`src/design/typec_port_pkg.sv`:
```
// Shared types and constants for the Type-C source port control block
package typec_port_pkg;

  localparam int ADDR_W = 8;
  localparam logic [ADDR_W-1:0] ADDR_STATUS = 8'h00;
  localparam logic [ADDR_W-1:0] ADDR_MASK = 8'h04;
  localparam logic [ADDR_W-1:0] ADDR_VIEW = 8'h08;
  localparam logic [ADDR_W-1:0] ADDR_CONTROL = 8'h0C;

  localparam int EV_W = 4;
  localparam int EV_ATTACH = 0;
  localparam int EV_DETACH = 1;
  localparam int EV_LOAD_RISE = 2;
  localparam int EV_LOAD_FALL = 3;
  localparam logic [EV_W-1:0] MASK_RESET = 4'h0;
  localparam logic [EV_W-1:0] STATUS_RESET = 4'h0;
  localparam logic CONTROL_RESET = 1'b1;
  localparam int CTRL_VCONN_ALLOW = 0;

  localparam int DEBOUNCE_CYCLES_DEF = 2000;
  localparam int DEB_CNT_W = 16;

  localparam logic [1:0] ADV_DEFAULT = 2'h0;
  localparam logic [1:0] ADV_MEDIUM = 2'h1;
  localparam logic [1:0] ADV_HIGH = 2'h2;

  localparam logic [1:0] RESP_OKAY = 2'h0;
  localparam logic [1:0] RESP_SLVERR = 2'h2;

  typedef enum logic [2:0] {
    ST_OFF = 3'h0,
    ST_DIS = 3'h1,
    ST_UNATT = 3'h2,
    ST_DEB = 3'h3,
    ST_ATT = 3'h4
  } port_state_e;

  // Comparator outputs, already qualified
  typedef struct packed {
    logic cc1_rd;
    logic cc1_ra;
    logic cc2_rd;
    logic cc2_ra;
  } cc_sense_s;

  typedef struct packed {
    logic supply_ok;
    logic enable;
    cc_sense_s cc;
    logic over_load;
    logic adv_level;
    logic adv_high;
    logic orient_pin;
    logic attach_pin;
    logic heavy_pin;
  } pin_in_s;

  // Layout of the read-only view register
  typedef struct packed {
    logic [18:0] zero;
    logic [2:0] pins;
    logic [1:0] adv;
    logic heavy;
    logic vconn2;
    logic vconn1;
    logic vbus;
    logic reversed;
    logic [2:0] state;
  } view_reg_s;

endpackage : typec_port_pkg

```
`src/design/pin_sync.sv`:
```
// Two-stage synchroniser for asynchronous pin inputs
`timescale 1ns/100ps
module pin_sync #(
  parameter int WIDTH = 1
) (
  input wire logic aclk,
  input wire logic aresetn,
  input wire logic [WIDTH-1:0] async_in,
  output logic [WIDTH-1:0] sync_out
);

  logic [WIDTH-1:0] meta_q, meta_d;
  logic [WIDTH-1:0] sync_q, sync_d;

  if (WIDTH < 1) begin : g_chk
    $error("pin_sync: WIDTH must be at least 1");
  end

  // First stage feeds only the second stage
  always_comb begin
    meta_d = async_in;
    sync_d = meta_q;
  end

  always_ff @(posedge aclk) begin
    if (!aresetn) begin
      meta_q <= '0;
      sync_q <= '0;
    end else begin
      meta_q <= meta_d;
      sync_q <= sync_d;
    end
  end

  assign sync_out = sync_q;

endmodule : pin_sync

```
`src/design/typec_source_port_control.sv`:
```
// Type-C source port control: start-up, attach watch, switches, flags, AXI
//
// Local design decisions: the address map and the AXI4-Lite interface to the registers.
`timescale 1ns/100ps
// Contract
// - Orientation flag released while no sink is attached.
// - Sink on CC1 leaves orientation released; sink on CC2 pulls it low.
// - Enable low opens both switches, releases flags, stops CC watching.
// - Enable high turns the port on and starts normal work.
// - Enable is sampled only once the chip supply clears lockout.
// - After start-up both CC pins are watched for a sink.
// - Main switch closes only after the full attach debounce time.
// - Ra on the unused CC pin gets VCONN after attach.
// - Load detect works only with both advertisement selects high.
// - Load above threshold pulls the heavy-load flag low.
// - Load back below threshold releases the heavy-load flag.
// - Level high, high-select low advertises medium current.
// - Attach flag low while a sink is attached, else released.
// - VBUS is removed once the sink detaches.
module typec_source_port_control #(
  parameter int DEBOUNCE_CYCLES = typec_port_pkg::DEBOUNCE_CYCLES_DEF
) (
  input wire logic aclk,
  input wire logic aresetn,
  input wire logic [typec_port_pkg::ADDR_W-1:0] awaddr,
  input wire logic awvalid,
  output logic awready,
  input wire logic [31:0] wdata,
  input wire logic [3:0] wstrb,
  input wire logic wvalid,
  output logic wready,
  output logic [1:0] bresp,
  output logic bvalid,
  input wire logic bready,
  input wire logic [typec_port_pkg::ADDR_W-1:0] araddr,
  input wire logic arvalid,
  output logic arready,
  output logic [31:0] rdata,
  output logic [1:0] rresp,
  output logic rvalid,
  input wire logic rready,
  input wire logic supply_ok_in,
  input wire logic enable_in,
  input wire typec_port_pkg::cc_sense_s cc_in,
  input wire logic over_load_in,
  input wire logic adv_level_sel,
  input wire logic adv_high_sel,
  input wire logic orientation_flag_n_i,
  output logic orientation_flag_n_o,
  output logic orientation_flag_n_oe,
  input wire logic attach_flag_n_i,
  output logic attach_flag_n_o,
  output logic attach_flag_n_oe,
  input wire logic heavy_load_flag_n_i,
  output logic heavy_load_flag_n_o,
  output logic heavy_load_flag_n_oe,
  output logic vbus_switch_on,
  output logic vconn_cc1_on,
  output logic vconn_cc2_on,
  output logic cc_monitor_on,
  output logic [1:0] adv_current,
  output logic irq
);

  localparam logic [typec_port_pkg::DEB_CNT_W-1:0] DEB_LAST =
    typec_port_pkg::DEB_CNT_W'(DEBOUNCE_CYCLES - 1);

  if (DEBOUNCE_CYCLES < 1 ||
      DEBOUNCE_CYCLES > (1 << typec_port_pkg::DEB_CNT_W)) begin : g_chk
    $error("DEBOUNCE_CYCLES out of range for the debounce counter");
  end

  // Every pin passes two flops before any logic reads it
  typec_port_pkg::pin_in_s raw, s;
  logic [$bits(typec_port_pkg::pin_in_s)-1:0] sync_vec;

  always_comb begin
    raw.supply_ok = supply_ok_in;
    raw.enable = enable_in;
    raw.cc = cc_in;
    raw.over_load = over_load_in;
    raw.adv_level = adv_level_sel;
    raw.adv_high = adv_high_sel;
    raw.orient_pin = orientation_flag_n_i;
    raw.attach_pin = attach_flag_n_i;
    raw.heavy_pin = heavy_load_flag_n_i;
  end

  pin_sync #(
    .WIDTH($bits(typec_port_pkg::pin_in_s))
  ) u_sync (
    .aclk(aclk),
    .aresetn(aresetn),
    .async_in(raw),
    .sync_out(sync_vec)
  );

  assign s = typec_port_pkg::pin_in_s'(sync_vec);

  // Port state machine
  typec_port_pkg::port_state_e state_q, state_d;
  logic rev_q, rev_d;
  logic [typec_port_pkg::DEB_CNT_W-1:0] cnt_q, cnt_d;
  logic sink1, sink2, side_ok;

  // Rd on both pins is an accessory, not a sink
  assign sink1 = s.cc.cc1_rd && !s.cc.cc2_rd;
  assign sink2 = s.cc.cc2_rd && !s.cc.cc1_rd;
  assign side_ok = rev_q ? sink2 : sink1;

  always_comb begin
    state_d = state_q;
    rev_d = rev_q;
    cnt_d = cnt_q;
    if (!s.supply_ok) begin
      state_d = typec_port_pkg::ST_OFF;
    end else if (state_q != typec_port_pkg::ST_OFF && !s.enable) begin
      state_d = typec_port_pkg::ST_DIS;
    end else begin
      unique case (state_q)
        typec_port_pkg::ST_OFF: begin
          // Enable is looked at only after lockout clears
          state_d = s.enable ? typec_port_pkg::ST_UNATT
                             : typec_port_pkg::ST_DIS;
        end
        typec_port_pkg::ST_DIS: begin
          state_d = typec_port_pkg::ST_UNATT;
        end
        typec_port_pkg::ST_UNATT: begin
          if (sink1 || sink2) begin
            state_d = typec_port_pkg::ST_DEB;
            rev_d = sink2;
            cnt_d = '0;
          end
        end
        typec_port_pkg::ST_DEB: begin
          if (!side_ok) begin
            state_d = typec_port_pkg::ST_UNATT;
          end else if (cnt_q == DEB_LAST) begin
            state_d = typec_port_pkg::ST_ATT;
          end else begin
            cnt_d = cnt_q + 1'b1;
          end
        end
        typec_port_pkg::ST_ATT: begin
          if (!side_ok) begin
            state_d = typec_port_pkg::ST_UNATT;
          end
        end
        default: begin
          state_d = typec_port_pkg::ST_OFF;
        end
      endcase
    end
  end

  always_ff @(posedge aclk) begin
    if (!aresetn) begin
      state_q <= typec_port_pkg::ST_OFF;
      rev_q <= 1'b0;
      cnt_q <= '0;
    end else begin
      state_q <= state_d;
      rev_q <= rev_d;
      cnt_q <= cnt_d;
    end
  end

  // Pin drive, registered from the next state and the advertisement selects
  logic ctrl_q, ctrl_d;
  logic vbus_q, vbus_d, vc1_q, vc1_d, vc2_q, vc2_d;
  logic orient_q, orient_d, attach_q, attach_d;
  logic heavy_q, heavy_d, mon_q, mon_d, load_en;
  logic [1:0] adv_q, adv_d;

  always_comb begin
    vbus_d = state_d == typec_port_pkg::ST_ATT;
    mon_d = state_d == typec_port_pkg::ST_UNATT ||
            state_d == typec_port_pkg::ST_DEB || vbus_d;
    vc1_d = vbus_d && rev_d && s.cc.cc1_ra && ctrl_q;
    vc2_d = vbus_d && !rev_d && s.cc.cc2_ra && ctrl_q;
    orient_d = vbus_d && rev_d;
    attach_d = vbus_d;
    load_en = s.adv_level && s.adv_high && mon_d;
    heavy_d = load_en && s.over_load && vbus_d;
    if (!s.adv_level) begin
      adv_d = typec_port_pkg::ADV_DEFAULT;
    end else if (s.adv_high) begin
      adv_d = typec_port_pkg::ADV_HIGH;
    end else begin
      adv_d = typec_port_pkg::ADV_MEDIUM;
    end
  end

  always_ff @(posedge aclk) begin
    if (!aresetn) begin
      vbus_q <= 1'b0;
      vc1_q <= 1'b0;
      vc2_q <= 1'b0;
      orient_q <= 1'b0;
      attach_q <= 1'b0;
      heavy_q <= 1'b0;
      mon_q <= 1'b0;
      adv_q <= typec_port_pkg::ADV_DEFAULT;
    end else begin
      vbus_q <= vbus_d;
      vc1_q <= vc1_d;
      vc2_q <= vc2_d;
      orient_q <= orient_d;
      attach_q <= attach_d;
      heavy_q <= heavy_d;
      mon_q <= mon_d;
      adv_q <= adv_d;
    end
  end

  assign vbus_switch_on = vbus_q;
  assign vconn_cc1_on = vc1_q;
  assign vconn_cc2_on = vc2_q;
  assign cc_monitor_on = mon_q;
  assign adv_current = adv_q;
  // Open-drain pins only ever pull low
  assign orientation_flag_n_o = 1'b0;
  assign orientation_flag_n_oe = orient_q;
  assign attach_flag_n_o = 1'b0;
  assign attach_flag_n_oe = attach_q;
  assign heavy_load_flag_n_o = 1'b0;
  assign heavy_load_flag_n_oe = heavy_q;

  // AXI4-Lite slave and interrupt status
  logic aw_hold_q, aw_hold_d, w_hold_q, w_hold_d;
  logic [typec_port_pkg::ADDR_W-1:0] awaddr_q, awaddr_d;
  logic [31:0] wdata_q, wdata_d, rdata_q, rdata_d;
  logic [3:0] wstrb_q, wstrb_d;
  logic bvalid_q, bvalid_d, rvalid_q, rvalid_d;
  logic [1:0] bresp_q, bresp_d, rresp_q, rresp_d;
  logic [typec_port_pkg::EV_W-1:0] status_q, status_d, mask_q, mask_d;
  logic [typec_port_pkg::EV_W-1:0] events;
  logic irq_q, irq_d, do_write, do_read;
  typec_port_pkg::view_reg_s view;

  assign awready = !aw_hold_q && !bvalid_q;
  assign wready = !w_hold_q && !bvalid_q;
  assign arready = !rvalid_q;
  assign do_write = aw_hold_q && w_hold_q && !bvalid_q;
  assign do_read = arvalid && arready;

  always_comb begin
    events = '0;
    events[typec_port_pkg::EV_ATTACH] = vbus_d && !vbus_q;
    events[typec_port_pkg::EV_DETACH] = vbus_q && !vbus_d;
    events[typec_port_pkg::EV_LOAD_RISE] = heavy_d && !heavy_q;
    events[typec_port_pkg::EV_LOAD_FALL] = heavy_q && !heavy_d;
    view.zero = '0;
    view.pins = {s.orient_pin, s.attach_pin, s.heavy_pin};
    view.adv = adv_q;
    view.heavy = heavy_q;
    view.vconn2 = vc2_q;
    view.vconn1 = vc1_q;
    view.vbus = vbus_q;
    view.reversed = rev_q;
    view.state = state_q;
  end

  always_comb begin
    aw_hold_d = aw_hold_q || (awvalid && awready);
    w_hold_d = w_hold_q || (wvalid && wready);
    awaddr_d = (awvalid && awready) ? awaddr : awaddr_q;
    wdata_d = (wvalid && wready) ? wdata : wdata_q;
    wstrb_d = (wvalid && wready) ? wstrb : wstrb_q;
    bvalid_d = bvalid_q && !bready;
    bresp_d = bresp_q;
    mask_d = mask_q;
    ctrl_d = ctrl_q;
    status_d = status_q;
    if (do_write) begin
      aw_hold_d = 1'b0;
      w_hold_d = 1'b0;
      bvalid_d = 1'b1;
      bresp_d = typec_port_pkg::RESP_OKAY;
      if (awaddr_q == typec_port_pkg::ADDR_MASK) begin
        if (wstrb_q[0]) begin
          mask_d = wdata_q[typec_port_pkg::EV_W-1:0];
        end
      end else if (awaddr_q == typec_port_pkg::ADDR_CONTROL) begin
        if (wstrb_q[0]) begin
          ctrl_d = wdata_q[typec_port_pkg::CTRL_VCONN_ALLOW];
        end
      end else if (awaddr_q != typec_port_pkg::ADDR_STATUS &&
                   awaddr_q != typec_port_pkg::ADDR_VIEW) begin
        bresp_d = typec_port_pkg::RESP_SLVERR;
      end
    end
    rvalid_d = rvalid_q && !rready;
    rdata_d = rdata_q;
    rresp_d = rresp_q;
    if (do_read) begin
      rvalid_d = 1'b1;
      rresp_d = typec_port_pkg::RESP_OKAY;
      unique case (araddr)
        typec_port_pkg::ADDR_STATUS: rdata_d = 32'(status_q);
        typec_port_pkg::ADDR_MASK: rdata_d = 32'(mask_q);
        typec_port_pkg::ADDR_VIEW: rdata_d = view;
        typec_port_pkg::ADDR_CONTROL: rdata_d = 32'(ctrl_q);
        default: begin
          rdata_d = 32'h0;
          rresp_d = typec_port_pkg::RESP_SLVERR;
        end
      endcase
      // Clear on read; a same-cycle event survives
      if (araddr == typec_port_pkg::ADDR_STATUS) begin
        status_d = '0;
      end
    end
    status_d = status_d | events;
    irq_d = |(status_d & mask_d);
  end

  always_ff @(posedge aclk) begin
    if (!aresetn) begin
      aw_hold_q <= 1'b0;
      w_hold_q <= 1'b0;
      awaddr_q <= '0;
      wdata_q <= 32'h0;
      wstrb_q <= 4'h0;
      bvalid_q <= 1'b0;
      bresp_q <= typec_port_pkg::RESP_OKAY;
      rvalid_q <= 1'b0;
      rdata_q <= 32'h0;
      rresp_q <= typec_port_pkg::RESP_OKAY;
      status_q <= typec_port_pkg::STATUS_RESET;
      mask_q <= typec_port_pkg::MASK_RESET;
      ctrl_q <= typec_port_pkg::CONTROL_RESET;
      irq_q <= 1'b0;
    end else begin
      aw_hold_q <= aw_hold_d;
      w_hold_q <= w_hold_d;
      awaddr_q <= awaddr_d;
      wdata_q <= wdata_d;
      wstrb_q <= wstrb_d;
      bvalid_q <= bvalid_d;
      bresp_q <= bresp_d;
      rvalid_q <= rvalid_d;
      rdata_q <= rdata_d;
      rresp_q <= rresp_d;
      status_q <= status_d;
      mask_q <= mask_d;
      ctrl_q <= ctrl_d;
      irq_q <= irq_d;
    end
  end

  assign bvalid = bvalid_q;
  assign bresp = bresp_q;
  assign rvalid = rvalid_q;
  assign rdata = rdata_q;
  assign rresp = rresp_q;
  assign irq = irq_q;
endmodule : typec_source_port_control

```
`config.mk`:
```
export PLATFORM = sky130hd
export DESIGN_NAME = typec_source_port_control
export DESIGN_NICKNAME = d
export VERILOG_FILES = /design/src/design/typec_port_pkg.sv /design/src/design/pin_sync.sv /design/src/design/typec_source_port_control.sv
export SDC_FILE = /design/constraint.sdc
export NUM_CORES = 1
export LEC_CHECK = 0
export ABC_AREA = 1
export BUFFER_PORTS_ARGS = -buffer_cell sky130_fd_sc_hd__buf_4
export CORE_UTILIZATION = 30
export CTS_CLUSTER_SIZE = 24
export DETAILED_ROUTE_END_ITERATION = 6
export GPL_TIMING_DRIVEN = 0
export SYNTH_ARGS = -nofsm -noshare
export SYNTH_HDL_FRONTEND = slang
export SYNTH_SLANG_ARGS = --single-unit
```
`constraint.sdc`:
```
create_clock -name aclk -period 2.7 [get_ports aclk]
set_input_delay 0.405 -clock aclk [delete_from_list [all_inputs] [get_ports aclk]]
set_output_delay 0.405 -clock aclk [all_outputs]
set_load 0.005 [all_outputs]
```
# Word level (Yosys, flattened, before mapping)
# Index checks and enable logic that the tools add are counted.
dict set report word_totals {
  regBits 115
  inputBits 71
  output_inout_bits 54
  wordCells 136
}
dict set report op_classes {
  add_sub_neg 1
  eq_ne 17
  mux 30
  bitwise 5
  n_reduce_logical 57
}
# operator count
set ops {}
lappend ops {{one-hot mux 13 bit (4 select lines)} 1}
lappend ops {{2-to-1 mux 16 bit} 3}
lappend ops {{one-hot mux 16 bit (2 select lines)} 1}
lappend ops {{logical AND 1 bit} 27}
lappend ops {{equality test 8 x 4 -> 1 bit (second input constant)} 3}
lappend ops {{2-to-1 mux 4 bit} 5}
lappend ops {{2-to-1 mux 3 bit} 6}
lappend ops {{adder 16 x 1 -> 16 bit (second input constant)} 1}
lappend ops {{equality test 16 x 11 -> 1 bit (second input constant)} 1}
lappend ops {{equality test 8 x 3 -> 1 bit (second input constant)} 2}
lappend ops {{one-hot mux 3 bit (5 select lines)} 1}
lappend ops {{zero test 1 bit} 14}
lappend ops {{equality test 3 x 2 -> 1 bit (second input constant)} 4}
lappend ops {{2-to-1 mux 2 bit} 6}
lappend ops {{zero test 8 bit} 1}
lappend ops {{!= test 8 x 4 -> 1 bit (second input constant)} 1}
lappend ops {{nonzero test 8 bit} 1}
lappend ops {{OR reduction 4 bit} 2}
lappend ops {{2-to-1 mux 1 bit} 7}
lappend ops {{equality test 3 bit (second input constant)} 2}
lappend ops {{!= test 2 bit (second input constant)} 3}
lappend ops {{AND reduction 6 bit} 1}
lappend ops {{logical OR 1 bit} 5}
lappend ops {{bitwise AND 4 bit} 1}
lappend ops {{other kinds (9)} 11}

# Depth between registers and ports, before layout
dict set report logic_depth {
  ltp_word 18
  mapped_depth 13
  ltp_nobuf 13
}

# Modules after synthesis
# Synthesis repeated with hierarchy kept, for this count alone.
dict set report hier_totals {
  hier_cells 571
  area_unflattened_um2 4192.8
}
# module instances cells_each area_each_um2 seq_area_each_um2
set by_module_without_submodules {}
lappend by_module_without_submodules {typec_source_port_control 1 497 3509.6 1401.3}
lappend by_module_without_submodules {pin_sync 1 74 683.2 480.5}

# Worst setup path before layout
# OpenSTA, ideal clock, no wires.
dict set report synth_timing {
  path_kind {register to register}
  startpoint {register u_sync.sync_q[7], in the netlist u_sync.sync_out[7]}
  endpoint {register cnt_q[7] (netlist bit)}
  setup_ps 115
  t_arrival_ps 1478
  required_time_ps 2585
  setup_slack_ps 1107
  path_stages_with_launch 13
  path_buffers 0
  period_less_slack_ps 1593
  path_cell_list {dfxtp_1 -> inv_1 -> ha_1 -> nor2_1 -> inv_2 -> a21oi_4 -> nand2_4 -> clkinv_8 -> nand2_4 -> nor3_2 -> nand3_1 -> nand2_1 -> nor2_1}
}
dict set report synth_via {
  elab_chain_cells 5
  elab_cells_between_ends 8
  cone_classes {eq/ne: 2; mux: 1; reduce/logical: 5}
}
# element line_no
set synth_lines {}
lappend synth_lines {{from (decl)} pin_sync.sv:13} ;# logic [WIDTH-1:0] sync_q, sync_d;
lappend synth_lines {{from (signal assigned)} pin_sync.sv:31} ;# sync_q <= sync_d;
lappend synth_lines {{zero test 1 bit} typec_source_port_control.sv:107} ;# assign sink1 = s.cc.cc1_rd && !s.cc.cc2_rd;
lappend synth_lines {{logical AND 1 bit} typec_source_port_control.sv:107}
lappend synth_lines {{2-to-1 mux 1 bit / logical OR 1 bit (equally long branches)} {typec_source_port_control.sv:109, typec_source_port_control.sv:130}}
lappend synth_lines {{!= test 2 bit (no line)} --}
lappend synth_lines {{AND reduction 6 bit (no line) *} --}
lappend synth_lines {{to (signal assigned)} typec_source_port_control.sv:165} ;# cnt_q <= cnt_d;
lappend synth_lines {{to (decl)} typec_source_port_control.sv:103} ;# logic [typec_port_pkg::DEB_CNT_W-1:0] cnt_q, cnt_d;
# Mark *: on every way between the ends. The rest lies on a longest branch, timed or not.
# A chain may end at the register's enable or synchronous reset.

# Final worst setup path
dict set report layout_timing {
  startpoint {register cnt_q[0] (netlist bit)}
  endpoint {register irq_q, in the netlist irq}
}
dict set report layout_via {
  elab_chain_cells 17
  elab_cells_between_ends 23
  cone_classes {eq/ne: 4; mux: 5; bitwise: 2; reduce/logical: 12}
}
# element line_no
set layout_lines {}
lappend layout_lines {{equality test 16 x 11 -> 1 bit *} typec_source_port_control.sv:139} ;# end else if (cnt_q == DEB_LAST) begin
lappend layout_lines {{2-to-1 mux 3 bit *} typec_source_port_control.sv:139}
lappend layout_lines {{2-to-1 mux 3 bit *} typec_source_port_control.sv:137} ;# if (!side_ok) begin
lappend layout_lines {{one-hot mux 3 bit (5 select lines) *} typec_source_port_control.sv:120} ;# unique case (state_q)
lappend layout_lines {{2-to-1 mux 3 bit *} typec_source_port_control.sv:117} ;# end else if (state_q != typec_port_pkg::ST_OFF && !s.enable) begin
lappend layout_lines {{2-to-1 mux 3 bit *} typec_source_port_control.sv:115} ;# if (!s.supply_ok) begin
lappend layout_lines {{equality test 3 x 2 -> 1 bit, on equally long branches} {typec_source_port_control.sv:178, typec_source_port_control.sv:179}}
lappend layout_lines {{logical OR 1 bit} typec_source_port_control.sv:178} ;# mon_d = state_d == typec_port_pkg::ST_UNATT ||
lappend layout_lines {{logical OR 1 bit} typec_source_port_control.sv:179} ;# state_d == typec_port_pkg::ST_DEB || vbus_d;
lappend layout_lines {{logical AND 1 bit} typec_source_port_control.sv:184} ;# load_en = s.adv_level && s.adv_high && mon_d;
lappend layout_lines {{logical AND 1 bit (2 in series)} typec_source_port_control.sv:185} ;# heavy_d = load_en && s.over_load && vbus_d;
lappend layout_lines {{zero test 1 bit} typec_source_port_control.sv:253} ;# events[typec_port_pkg::EV_LOAD_FALL] = heavy_q && !heavy_d;
lappend layout_lines {{logical AND 1 bit} typec_source_port_control.sv:253}
lappend layout_lines {{bitwise OR 4 bit *} typec_source_port_control.sv:315} ;# status_d = status_d | events;
lappend layout_lines {{bitwise AND 4 bit *} typec_source_port_control.sv:316} ;# irq_d = |(status_d & mask_d);
lappend layout_lines {{OR reduction 4 bit *} typec_source_port_control.sv:316}
lappend layout_lines {{to (signal assigned)} typec_source_port_control.sv:349} ;# irq_q <= irq_d;
lappend layout_lines {{to (decl)} typec_source_port_control.sv:239} ;# logic irq_q, irq_d, do_write, do_read;
# Marked as above.

==> results.json <==
{
  "layout_common_cells": "nand2_1, dfxtp_1, buf_4, inv_1, nor2_1",
  "cts_buffer_depth": 2,
  "fin_crit_ns": 1.932,
  "cts_tree": "done",
  "crit_type": "flop to flop",
  "dp_hpwl_um": 7362,
  "dr.pass1.iters": 4,
  "rsz0062_at_grt": "false",
  "vias": 3714,
  "critPathArrivalTime_ns": 2.14,
  "design.final.nets": 732,
  "timing.rr.end": "irq$_SDFF_PN0_",
  "synth_flop_cell": "dfxtp_1",
  "antenna_found_initial": 0,
  "power.density_nw_per_um2": 552.9,
  "cpMostUsedCell": "nand2_1",
  "cp-end-kind": "flop",
  "die_w_um": 120.4,
  "ctsHoldBuffers": 0,
  "drtAntennaViolNets": 0,
  "synth_area_sq_um": 4203,
  "fin_ws_ns": 0.7678,
  "routed_wl_um": 9630,
  "synth_edf_count": 0,
  "run_status": "completed",
  "cts_resized": 0,
  "synthToLayoutAreaGrowth_pct": 26.32,
  "final-hold-violation-count": 0,
  "cp_top_family": "simple AND/OR/NAND/NOR gates",
  "synthCells": 556,
  "drt_iter0_drc": 213,
  "cap_violations": 0,
  "grt_max_degree": 18,
  "cts-htree-levels": 3,
  "overflow": 0,
  "pre_cts_ws_ns": 0.7067,
  "post_cts_buffers": 0,
  "via_per_inst": 4.427,
  "crit_fanout": 5,
  "clkTransAtPathRegs_ns": 0.07,
  "slew_headroom_pct": 56.58,
  "tightestPinTransition_ns": 0.6514,
  "synth_warnings": 0,
  "rrSetupSlack_ns": 0.77,
  "drc": 0,
  "ys_async_sr_fraction_pct": 0,
  "cts-root-buf": "clkbuf_16",
  "place.gp.congestion": 0.8465,
  "worstPathRequired_ns": 2.91,
  "cts_made_buffers": 9,
  "die_h_um": 120.4,
  "final_util_pct": 39.46,
  "skew_ns": 0.004739,
  "seq_area_frac_synth_pct": 44.78,
  "rows": 42,
  "synth-seq-cells": 94,
  "dieArea_sq_um": 14490,
  "synthDistinctLibCells": 47,
  "worstHoldStart": "heavy_load_flag_n_i",
  "r2r_start": "cnt_q[0]$_SDFFE_PN0P_",
  "cpMaxStageDelayCell": "dfxtp_1",
  "cp.buffers_inverters": 0,
  "min_path_cells": 3,
  "start_util_pct": 31.24,
  "core_sq_um": 13450,
  "ir_drop_uv": 264.8,
  "grt_util_all_layers_pct": 13.51,
  "grt_pass1_wl_um": 15480,
  "finalSetupViolCount": 0,
  "hp-class": "input port to flop",
  "io_pins": 125,
  "grt_pass1_vias": 3483,
  "place_inst": 823,
  "drv_slew": 0,
  "holdPathEnd": "u_sync.meta_q[0]$_SDFF_PN0_",
  "leakagePower_nw": 2.475,
  "fin_cells": 839,
  "cts_sinks": 94,
  "clock_latency_ns": 0.34,
  "synth_area_per_cell_sq_um": 7.559,
  "portBuffers": 68,
  "num_antenna_cells": 0,
  "tns_ns": 0,
  "fin_crit_sh_pct": 71.56,
  "worstSetupStartpointType": "flop",
  "routedWlPerCell_um": 11.48,
  "cpPeakStageDelay_ns": 0.40,
  "crit_chain": "ha_1 -> nand3_1 -> nor2_1 -> nand3_2 -> nand2_2 -> nand4_1 -> nand2_1 -> nand2_1 -> nand2_1 -> nand2_1 -> nor2_1 -> nor2_1",
  "layout_commonest_cell": "nand2_1",
  "ff2ff_path_depth": 12,
  "max_clock_freq_mhz": 517.6,
  "drive_gt1_share_pct": 22.47
}
power by group:
part	switching (mW)	total (mW)	internal [mW]
clock network	0.564	1.23	0.665
logic	0.126	0.244	0.118
registers	0.0238	1.46	1.44
state kept, by name (all words and copies together), names as in the netlist, 2 cells and up:
register,cells
wdata_q,4
mask_q,4
u_sync.sync_out,12
u_sync.meta_q,12
state_q,3
status_q,4
cnt_q,16
awaddr_q,8
adv_current,2
rdata,13
tightest hold or removal path, cell delays in order:
cell     delay, ns
buf_4         0.08
nand2_1       0.04
inv_1         0.04
per-layer routing:
layer | GRT usage, % | wire (um) | vias up
met3 | 3.160 | 573 | 12
met2 | 22.84 | 4586 | 110
met1 | 16.34 | 4319 | 1687
li1 | - | - | 1905
met4 | 5.787 | 150 | 0
met5 | 0 | 0 | -
worst max-delay path by stage:
| stage | start | end | slack, ns | depth (start not counted) |
|---|---|---|---|---|
| 4_1_cts | cnt_q[0]$_SDFFE_PN0P_ | irq$_SDFF_PN0_ | 0.72 | 11 |
| 5_1_grt | cnt_q[0]$_SDFFE_PN0P_ | irq$_SDFF_PN0_ | 0.48 | 12 |
| 2_1_floorplan | u_sync.sync_out[7]$_SDFF_PN0_ | cnt_q[7]$_SDFFE_PN0P_ | 1.11 | 12 |
| 3_3_place_gp | araddr[1] | irq$_SDFF_PN0_ | 0.71 | 13 |
| 6_report | cnt_q[0]$_SDFFE_PN0P_ | irq$_SDFF_PN0_ | 0.77 | 12 |
| 3_5_place_dp | araddr[1] | irq$_SDFF_PN0_ | 0.71 | 13 |
per-stage QoR:
stage / total power [mW] / area [sq um] / hold slack [ns]
after CTS: 2.977 / 5309 / 0.2347
after floorplan: 1.630 / 4289 / 0.3905
after global placement: 1.733 / 5020 / 0.3973
final: 2.935 / 5309 / 0.2439
after detailed placement: 1.738 / 5020 / 0.4025
after global routing: 3.065 / 5309 / 0.2458
cells in the mapped netlist (2+ instances only):
master    number  share of area [%]
a21oi_1       38                4.5
a31oi_1        2               0.30
buf_1          2               0.18
buf_2          4               0.48
buf_4         25                4.5
clkbuf_1      10               0.89
dfxtp_1       94                 45
ha_1           3               0.89
inv_1         77                6.9
inv_2          6               0.54
nand2_1      109                9.7
nand2_2        5               0.74
nand2_4        4                1.1
nand3_1        9                1.1
nand3b_1       2               0.36
nand4_1       13                1.9
nand4_2        2               0.60
nor2_1        62                5.5
nor2_2         2               0.30
nor3_1        11                1.3
nor3_2         3               0.71
nor3_4         3                1.2
nor4_1         3               0.45
o211ai_1       2               0.36
o21ai_0       33                3.9
o21ai_1        5               0.60
o22ai_1        2               0.30
xnor2_1        2               0.42
xor2_1         5                1.0
area by class of cell:
cell class,count,area (sq um)
inverter,86,336.6
buffer,41,252.7
sequential,94,1882
clock inverter,6,50.05
tap,176,220.2
clock buffer,10,239.0
timing repair buffer,68,510.5
multi-input combinational,358,1818
fill,1418,8144
cells by family (layout without fill, tap and decap cells):
family	after synthesis	in the layout	share of synthesized area, %
AO/OA/AOI/OAI	91	91	12.15
XOR/XNOR	7	7	1.459
adder cells (fa/ha/maj)	3	3	0.8932
buffers and inverters	127	211	14.02
flip-flops	94	94	44.78
other	1	24	0.08923
AND/OR/NAND/NOR	233	233	26.61
Note: power is estimated with default switching activity, not from simulation.
